## src/common/ood_regs.vh

```
// Address map, option bit positions, erased byte value and timing counts of the option decoder.
`ifndef OOD_REGS_VH
`define OOD_REGS_VH

// Programmer-side addresses, 15 bits wide.
`define OOD_PROG_BASE      15'h4000
`define OOD_PROG_TOP       15'h7FFF
`define OOD_OPT_FIRST      15'h3FF0
`define OOD_OPT_LAST       15'h3FF6
`define OOD_OPT_COUNT      7

// Single-chip program window base, 16 bits wide.
`define OOD_CPU_BASE       16'hC000

// Bits of the first option byte.
`define OOD_BIT_POR        0
`define OOD_BIT_XTAL       1
`define OOD_BIT_RSTOUT     2

// Erased state of one option byte.
`define OOD_OPT_ERASED     8'hFF

// Stabilization waits in cycles of the 10 MHz clock (powers of two of the clock).
`define OOD_WAIT_XTAL      18'h3FFFF
`define OOD_WAIT_CERAMIC   18'h03FFF

`endif

```

## src/logic/ood_option_decode.v

```verilog
// Option byte loader, decoder and programming-mode address map.
//
// Functional notes
// - Programmer 4000H-7FFFH maps program C000H-FFFFH.
// - Option bytes sit at 3FF0H through 3FF6H.
// - First byte bit0 set enables power-on reset.
// - First byte bit1 picks crystal, else ceramic.
// - First byte bit2 drives reset out pin.
// - First byte bits 3-7 are vacant storage.
// - Bytes two and three: pull-ups, zero enables.
// - Wait after power-on reset and stop wake-up.
// - Plain 32Kx8 EPROM, no electronic signature.
`timescale 1ns/100ps
`default_nettype none
`include "ood_regs.vh"

module ood_option_decode
(
  // Clock and reset.
  input  wire        clk,
  input  wire        reset_n,
  // Mode and wake events, asynchronous pins.
  input  wire        progMode,
  input  wire        stopWake,
  // Programmer side address and store lookup.
  input  wire [14:0] progAddr,
  output wire [15:0] storeAddr,
  output wire        storeSel,
  output wire        optSel,
  output wire [2:0]  optIndex,
  // Option byte read port during loading.
  output reg  [2:0]  loadIndex_q,
  input  wire [7:0]  loadData,
  // Decoded options.
  output reg         porEnable_q,
  output reg         crystalSel_q,
  output reg  [4:0]  vacantBits_q,
  output reg  [15:0] pullupEnable_q,
  // Reset pin as open drain, oe low while driving.
  output reg         resetPinOut_q,
  output reg         resetPinOe_n_q,
  // Processor release.
  output reg         cpuRun_q
);

  // ************************************************
  // Input synchronisers
  // ************************************************
  reg [1:0] progSync_q;
  reg [1:0] wakeSync_q;
  reg       wakeLast_q;

  // The mode and wake pins are sampled twice before any logic looks at them.
  always @(posedge clk or negedge reset_n)
  begin
    if (!reset_n)
    begin
      progSync_q <= 2'h0;
      wakeSync_q <= 2'h0;
      wakeLast_q <= 1'b0;
    end
    else
    begin
      progSync_q <= {progSync_q[0], progMode};
      wakeSync_q <= {wakeSync_q[0], stopWake};
      wakeLast_q <= wakeSync_q[1];
    end
  end

  wire wakeRise = wakeSync_q[1] & ~wakeLast_q;

  // ************************************************
  // Programming-mode address map
  // ************************************************
  // The programmer holds the address steady for the whole access, as with any
  // plain EPROM, so the decode is combinational and the address is not resampled.
  // Programmer window is checked as a range; no signature address is decoded.
  function inRange;
    input [14:0] a;
    input [14:0] lo;
    input [14:0] hi;
    begin
      inRange = (a >= lo) && (a <= hi);
    end
  endfunction

  assign storeSel  = progSync_q[1] &
                     inRange(progAddr, `OOD_PROG_BASE, `OOD_PROG_TOP);
  assign storeAddr = `OOD_CPU_BASE | {2'h0, progAddr[13:0]};
  assign optSel    = progSync_q[1] &
                     inRange(progAddr, `OOD_OPT_FIRST, `OOD_OPT_LAST);
  assign optIndex  = progAddr[2:0];

  // ************************************************
  // Load sequencer
  // ************************************************
  localparam ST_LOAD = 3'h1;
  localparam ST_WAIT = 3'h2;
  localparam ST_RUN  = 3'h4;

  reg [2:0]  state_q;
  reg [17:0] waitCnt_q;
  reg        porDone_q;

  // Options are read one byte per cycle while the processor is held; the wait
  // length comes from the freshly latched byte, so it is settled before use.
  always @(posedge clk or negedge reset_n)
  begin
    if (!reset_n)
    begin
      state_q        <= ST_LOAD;
      loadIndex_q    <= 3'h0;
      waitCnt_q      <= 18'h0;
      porDone_q      <= 1'b0;
      cpuRun_q       <= 1'b0;
      porEnable_q    <= 1'b1;
      crystalSel_q   <= 1'b1;
      vacantBits_q   <= 5'h1F;
      pullupEnable_q <= 16'h0000;
    end
    else
    begin
      case (state_q)
        ST_LOAD:
        begin
          cpuRun_q <= 1'b0;
          if (loadIndex_q == 3'h0)
          begin
            porEnable_q  <= loadData[`OOD_BIT_POR];
            crystalSel_q <= loadData[`OOD_BIT_XTAL];
            vacantBits_q <= loadData[7:3];
          end
          else if (loadIndex_q == 3'h1)
            pullupEnable_q[7:0] <= ~loadData;
          else if (loadIndex_q == 3'h2)
            pullupEnable_q[15:8] <= ~loadData;
          if (loadIndex_q == 3'h6)
          begin
            loadIndex_q <= 3'h0;
            // Wait only if power-on reset is enabled and not already served.
            if (porEnable_q && !porDone_q)
            begin
              waitCnt_q <= crystalSel_q ? `OOD_WAIT_XTAL : `OOD_WAIT_CERAMIC;
              state_q   <= ST_WAIT;
            end
            else
              state_q <= ST_RUN;
            porDone_q <= 1'b1;
          end
          else
            loadIndex_q <= loadIndex_q + 3'h1;
        end
        ST_WAIT:
        begin
          cpuRun_q <= 1'b0;
          if (waitCnt_q == 18'h0)
            state_q <= ST_RUN;
          else
            waitCnt_q <= waitCnt_q - 18'h1;
        end
        ST_RUN:
        begin
          cpuRun_q <= ~progSync_q[1];
          // Stop wake-up always waits, with either the crystal or the ceramic option.
          if (wakeRise)
          begin
            waitCnt_q <= crystalSel_q ? `OOD_WAIT_XTAL : `OOD_WAIT_CERAMIC;
            cpuRun_q  <= 1'b0;
            state_q   <= ST_WAIT;
          end
        end
        default:
        begin
          state_q  <= ST_LOAD;
          cpuRun_q <= 1'b0;
        end
      endcase
    end
  end

  // ************************************************
  // Reset pin output
  // ************************************************
  reg  rstOutOpt_q;
  wire rstOptNow;
  wire rstHeld;

  // The option bit is kept once the first byte has been read.
  always @(posedge clk or negedge reset_n)
  begin
    if (!reset_n)
      rstOutOpt_q <= 1'b0;
    else if (state_q == ST_LOAD && loadIndex_q == 3'h0)
      rstOutOpt_q <= loadData[`OOD_BIT_RSTOUT];
  end

  // On the first load cycle the option comes straight from the store, so the
  // pin follows one cycle after reset release. Later load cycles present the
  // pull-up bytes, which must never steer the pin.
  assign rstOptNow = (state_q == ST_LOAD && loadIndex_q == 3'h0) ?
                     loadData[`OOD_BIT_RSTOUT] : rstOutOpt_q;

  // Internal reset counts as held until the sequencer reaches the run state.
  // Keying on the state keeps the pin release and the processor release on
  // the same edge, so they are never both active.
  assign rstHeld = (state_q != ST_RUN);

  // Pin is only driven low while internal reset holds and the option allows it.
  always @(posedge clk or negedge reset_n)
  begin
    if (!reset_n)
    begin
      resetPinOut_q  <= 1'b0;
      resetPinOe_n_q <= 1'b1;
    end
    else
    begin
      resetPinOut_q  <= 1'b0;
      resetPinOe_n_q <= ~(rstHeld & rstOptNow);
    end
  end

endmodule
`default_nettype wire

```

## config.mk

```make
export PLATFORM = sky130hd
export DESIGN_NAME = ood_option_decode
export DESIGN_NICKNAME = d
export VERILOG_FILES = /design/src/logic/ood_option_decode.v
export VERILOG_INCLUDE_DIRS = /design/src /design/src/common
export SDC_FILE = /design/constraint.sdc
export NUM_CORES = 1
export LEC_CHECK = 0
export ABC_CLOCK_PERIOD_IN_PS = 1900
export BUFFER_PORTS_ARGS = -buffer_cell sky130_fd_sc_hd__buf_4
export CAP_MARGIN = 10
export CORE_AREA = 3 3 87 89
export CTS_CLUSTER_DIAMETER = 50
export DETAILED_ROUTE_END_ITERATION = 7
export DIE_AREA = 0 0 90 92
export PLACE_DENSITY = 0.75
export SETUP_SLACK_MARGIN = 0.05
export SKIP_CTS_REPAIR_TIMING = 1
export SLEW_MARGIN = 20
export SYNTH_ARGS = -nofsm -noshare
export SYNTH_HDL_FRONTEND = slang
export SYNTH_SLANG_ARGS = --single-unit
```

## constraint.sdc

```tcl
create_clock -name clk -period 1.9 [get_ports clk]
set_clock_uncertainty 0.05 [all_clocks]
set_input_delay 0.095 -clock clk [delete_from_list [all_inputs] [get_ports clk]]
set_output_delay 0.095 -clock clk [all_outputs]
set_load 0.005 [all_outputs]
```

Word level (Yosys, flattened, before mapping) --
Index checks and enable logic that the tools add are counted.
Operators by class: shift-type cells 0, magnitude comparators 4, reductions and logical operators 14, multiplexer cells 15, div/mod/pow operators 0, equality and inequality tests 12, $mul 0, add/subtract/negate cells 2, bitwise operators 10
Operators with widths (number):
- 18-bit 2-to-1 mux | 5
- 18-bit case mux with 3 select lines | 1
- 18-bit zero test | 1
- 18-bit by 1-bit subtractor with 18-bit output (second input constant) | 1
- 15-bit by 14-bit greater-or-equal comparator with 1-bit output (second input constant) | 1
- 15-bit greater-or-equal comparator (second input constant) | 1
- 15-bit by 14-bit less-or-equal comparator with 1-bit output (second input constant) | 1
- 15-bit less-or-equal comparator (second input constant) | 1
- 3-bit 2-to-1 mux | 5
- 2-bit != test (second input constant) | 5
- 3-bit case mux with 3 select lines | 1
- 8-bit NOT | 1
- 3-bit by 1-bit equality test with 1-bit output (second input constant) | 2
- 3-bit by 2-bit equality test with 1-bit output (second input constant) | 2
- 3-bit equality test (second input constant) | 2
- 3-bit AND reduction | 2
- 1-bit NOT | 5
- 5-bit AND reduction | 1
- 1-bit bitwise AND | 4
- 1-bit logical AND | 4
- 2-bit AND reduction | 2
- 4-bit AND reduction | 1
- 3-bit by 1-bit adder with 3-bit output (second input constant) | 1
- 3-bit zero test | 1
- other kinds (4) | 6
Storage, ports and cells: memories 0, ROM bits 0, bits of input ports 27, register bits after elaboration 56, memory bits (writable) 0, latch bits 0

Depth between registers and ports, before layout --
depth in word-level cells 5, gate-level depth with buffers 8

Worst setup path after synthesis --
OpenSTA, ideal clock, no wires.
path kind flip-flop to flip-flop, start point register waitCnt_q[0], end point register waitCnt_q[16], period minus slack after synthesis 2075 ps, arrival time 1898 ps, buffers on the path 0, library setup time 127 ps, slack -175 ps, cell stages (with the launch flop) 8, cells stage by stage dfrtp_1 > inv_1 > ha_1 > or4b_1 > nor4b_1 > a31oi_1 > o21ai_1 > o41ai_1
On the way: longest elaborated chain between the ends 3
RTL lines:
- start, declared | RTL line ood_option_decode.v:102 | reg [17:0] waitCnt_q;
- start signal, assigned | RTL line ood_option_decode.v:143 | waitCnt_q <= crystalSel_q ? `OOD_WAIT_XTAL : `OOD_WAIT_CERAMIC;
- start signal, assigned | RTL line ood_option_decode.v:159 | waitCnt_q <= waitCnt_q - 18'h1;
- start signal, assigned | RTL line ood_option_decode.v:167 | waitCnt_q <= crystalSel_q ? `OOD_WAIT_XTAL : `OOD_WAIT_CERAMIC;
- 18-bit by 1-bit subtractor with 18-bit output or 18-bit zero test (tied branches) | RTL line ood_option_decode.v:159, ood_option_decode.v:156
- 18-bit 2-to-1 mux or 2-bit != test (tied branches)
- 18-bit case mux with 3 select lines or 5-bit AND reduction (tied branches)
Parallel ways exist; a longest one is shown, timed or not. The select of a mux whose other input is x is not followed. A chain may end at the register's enable or synchronous reset.

Final worst setup path --
start point register state_q[2], end point register waitCnt_q[6]
On the way: longest elaborated chain between the ends 3
RTL lines:
- start, declared | RTL line ood_option_decode.v:101 | reg [2:0] state_q;
- start signal, assigned | RTL line ood_option_decode.v:111 | state_q <= ST_LOAD;
- start signal, assigned | RTL line ood_option_decode.v:144 | state_q <= ST_WAIT;
- start signal, assigned | RTL line ood_option_decode.v:147 | state_q <= ST_RUN;
- 3-bit by 2-bit equality test with 1-bit output (tied with other cells) | RTL line ood_option_decode.v:123 | case (state_q)
- 2-bit != test (no source line) or 3-bit nonzero test (tied branches)
- 5-bit AND reduction (no source line)
Parallel ways exist; a longest one is shown, timed or not.

==> impl_metrics.py <==
metrics = {
    "final_layout": {
        "final_net_count": 409,
        "final_cells": 478,
        "diodes": 0,
        "area_growth_pct": 52.9,
        "drive_above_1_share_pct": 50.0,
    },
    "timing": {
        "min_period_over_period_pct": 109,
        "timing.hold.ws_ps": 308,
        "finalHoldViolCount": 0,
        "rsz0062_at_grt": "yes",
        "fmax_ghz": 0.484,
        "report.final.setup_viol": 15,
        "tightest_slew_ps": 700,
        "drv_slew": 0,
        "relSlewSlack_pct": 53.3,
        "fin_crit_ps": 2070,
        "fin_ws_ps": -168,
        "setup-tns-final_ps": -1040,
    },
    "route": {
        "viasPerCell": 5.17,
        "antenna_left": 0,
        "drt-initial-drc-count": 142,
        "drc": 0,
        "vias": 2470,
        "wl_per_cell_um": 15.2,
        "drt_first_pass_iters": 4,
        "wirelength_um": 7290,
    },
    "critical_path": {
        "worstPathRequired_ps": 2090,
        "path_max_fanout": 8,
        "worstRegToRegCells": 6,
        "worstSetupStartpointType": "flip-flop",
        "critPathKind": "flip-flop to flip-flop",
        "worstSetupEndpointType": "flip-flop",
        "crit_start": "state_q[2]",
        "path_depth": 6,
        "endpoint": "waitCnt_q[6]",
        "r2r_slack_ps": -170,
        "r2r_end": "waitCnt_q[6]",
        "cp.buffers_inverters": 1,
        "cp_slowest_stage_delay_ps": 450,
        "crit_slowest_cell": "or3b_4",
        "crit_chain": "or3b_4 -> a41oi_4 -> o31ai_4 -> buf_6 -> or4_1 -> nand3_1",
        "rr_startpoint": "state_q[2]",
        "critPathTopFamily": "simple AND/OR/NAND/NOR gates",
        "cp.arrival_ps": 2260,
    },
    "yosys": {
        "syn_inst": 264,
        "synthArstFlopShare_pct": 100,
        "yosysWarnings": 0,
        "syn_area_um2": 2720,
        "syn_avg_cell_area_um2": 10.3,
        "yosysSeqAreaShare_pct": 52.0,
        "synth_edf_count": 0,
        "synth_seq_cells": 56,
        "ys_types": 57,
        "synth_top_flop_cell": "dfrtp_1",
    },
    "placed_design": {
        "place_congestion": 0.888,
        "dp_cells": 453,
        "hpwl_um": 4730,
        "io_buffers": 73,
    },
    "floorplan": {
        "io_pins": 77,
        "die_area_um2": 8280,
        "rows": 30,
        "die_h_um": 92,
        "start_util_pct": 39.8,
        "fp.dieW_um": 90,
        "coreArea_um2": 6830,
    },
    "run_status": {
        "violations": "setup timing",
        "status": "finished, violations left",
    },
    "global_route": {
        "grtUsageTotal_pct": 15.6,
        "grt_max_degree": 57,
        "antenna_found_initial": 0,
        "first_global_vias": 2315,
        "grt-ovfl-total": 0,
        "grt_pass1_wl_um": 10600,
    },
    "cts": {
        "cts_sinks": 56,
        "cts_made_buffers": 5,
        "clkLatencyLatePin_ps": 300,
        "clk_pin_slew_ps": 100,
        "cts_tree": "yes",
        "cts-root-buf": "clkbuf_8",
        "cts_buffer_depth": 2,
        "htree_levels": 2,
    },
    "pwr": {
        "ir_worst_vdd_mv": 0.524,
        "power.total_mw": 5.38,
        "power_density_nw_per_um2": 1300,
        "p_leak_nw": 1.84,
    },
    "run": {
        "cap_violations": 0,
    },
    "hold_path": {
        "hp-class": "flip-flop to flip-flop",
    },
}
==> through the flow <==
step	utilization (%)	worst slack [ps]	cell area (µm²)
2_1_floorplan	-	-35.1	2820
3_3_place_gp	53.1	-120	3630
3_5_place_dp	53.1	-149	3630
4_1_cts	54.7	-190	3740
5_1_grt	60.8	-217	4150
6_report	60.8	-168	4150
==> layout make-up <==
type	count	area (µm²)
clock buffers	6	72.6
clock inverters	2	35.0
fillers	538	2680
inverters	5	18.8
multi-input cells	177	1390
flip-flops and latches	56	1410
well taps	96	120
repair buffers	136	1100
==> layout by cell type, fill, tap and decap left out, types with 3 or more instances in the layout <==
cell type,synthesis,layout
buf_4,21,113
dfrtp_1,47,47
nand2_1,28,26
nor2_1,17,16
o21ai_1,15,14
o21ai_0,13,12
buf_6,2,11
dlygate4sd3_1,0,11
nand3_1,14,10
dfstp_2,9,9
mux2_4,0,5
nor3_1,7,5
or3_1,5,5
clkbuf_8,0,5
a21oi_1,5,4
nand3_2,0,4
or4_1,4,4
inv_2,1,3
and4_1,3,3
a31oi_1,4,3
o31ai_4,0,3
mux2_2,7,3
or2_2,4,3
conb_1,2,3
==> cell usage after synthesis (all sizes together) (2+ instances only) <==
library cell	count	area (µm²)
o41ai	2	17.5
clkbuf	4	15.0
or3	5	31.3
o31ai	5	42.5
or4b	2	20.0
nand2	28	105
mux2	8	90.1
nor3b	4	30.0
nand3	14	70.1
or2	4	25.0
a21oi	5	25.0
or3b	2	17.5
and4	3	26.3
nor2	17	63.8
inv	5	18.8
nor4b	2	17.5
or4	4	30.0
dfrtp	47	1180
buf	24	185
conb	2	7.51
nand2b	2	12.5
nand4	2	12.5
dfstp	9	236
a31oi	5	46.3
nor3	7	35.0
o21ai	28	140
==> worst min-delay path by stage <==
stage / start / endpoint / slack [ps] / cells past startpoint
2_1_floorplan: reset_n / cpuRun_q / -250 / 0
3_3_place_gp: reset_n / pullupEnable_q[5] / 130 / 1
3_5_place_dp: reset_n / pullupEnable_q[13] / 140 / 1
4_1_cts: reset_n / pullupEnable_q[13] / -200 / 1
5_1_grt: wakeSync_q[0] / wakeSync_q[1] / 320 / 0
6_report: wakeSync_q[0] / wakeSync_q[1] / 310 / 0
==> flip-flops by register name, indices dropped and copies added (netlist names), 2 cells and up <==
| register | count |
|---|---|
| loadIndex_q | 3 |
| progSync_q | 2 |
| pullupEnable_q | 16 |
| state_q | 3 |
| vacantBits_q | 5 |
| waitCnt_q | 18 |
| wakeSync_q | 2 |
==> logic make-up after synthesis <==
group | synth area share (%)
compound gates | 15.0
flops | 52.0
xor+xnor | 0.322
buf+inv | 8.06
other cells | 0.276
fa+ha+maj | 0.461
simple gates | 20.2
mux | 3.69
==> per-layer routing <==
metal / vias to the layer above / wire, µm / share of wire, % / global-route usage, %
met1: 1219 / 3020 / 41 / 19.5
met5: - / 0 / 0 / 0
met3: 14 / 342 / 4.7 / 3.45
met4: 0 / 139 / 1.9 / 4.34
li1: 1163 / - / - / -
met2: 74 / 3790 / 52 / 27.1
==> report_power, final <==
part / switching [mW] / internal, mW / total (mW)
registers: 0.301 / 1.71 / 2.01
clock network: 0.374 / 0.392 / 0.766
logic: 1.17 / 1.42 / 2.60
No activity file was read; power rests on OpenSTA's default activity.
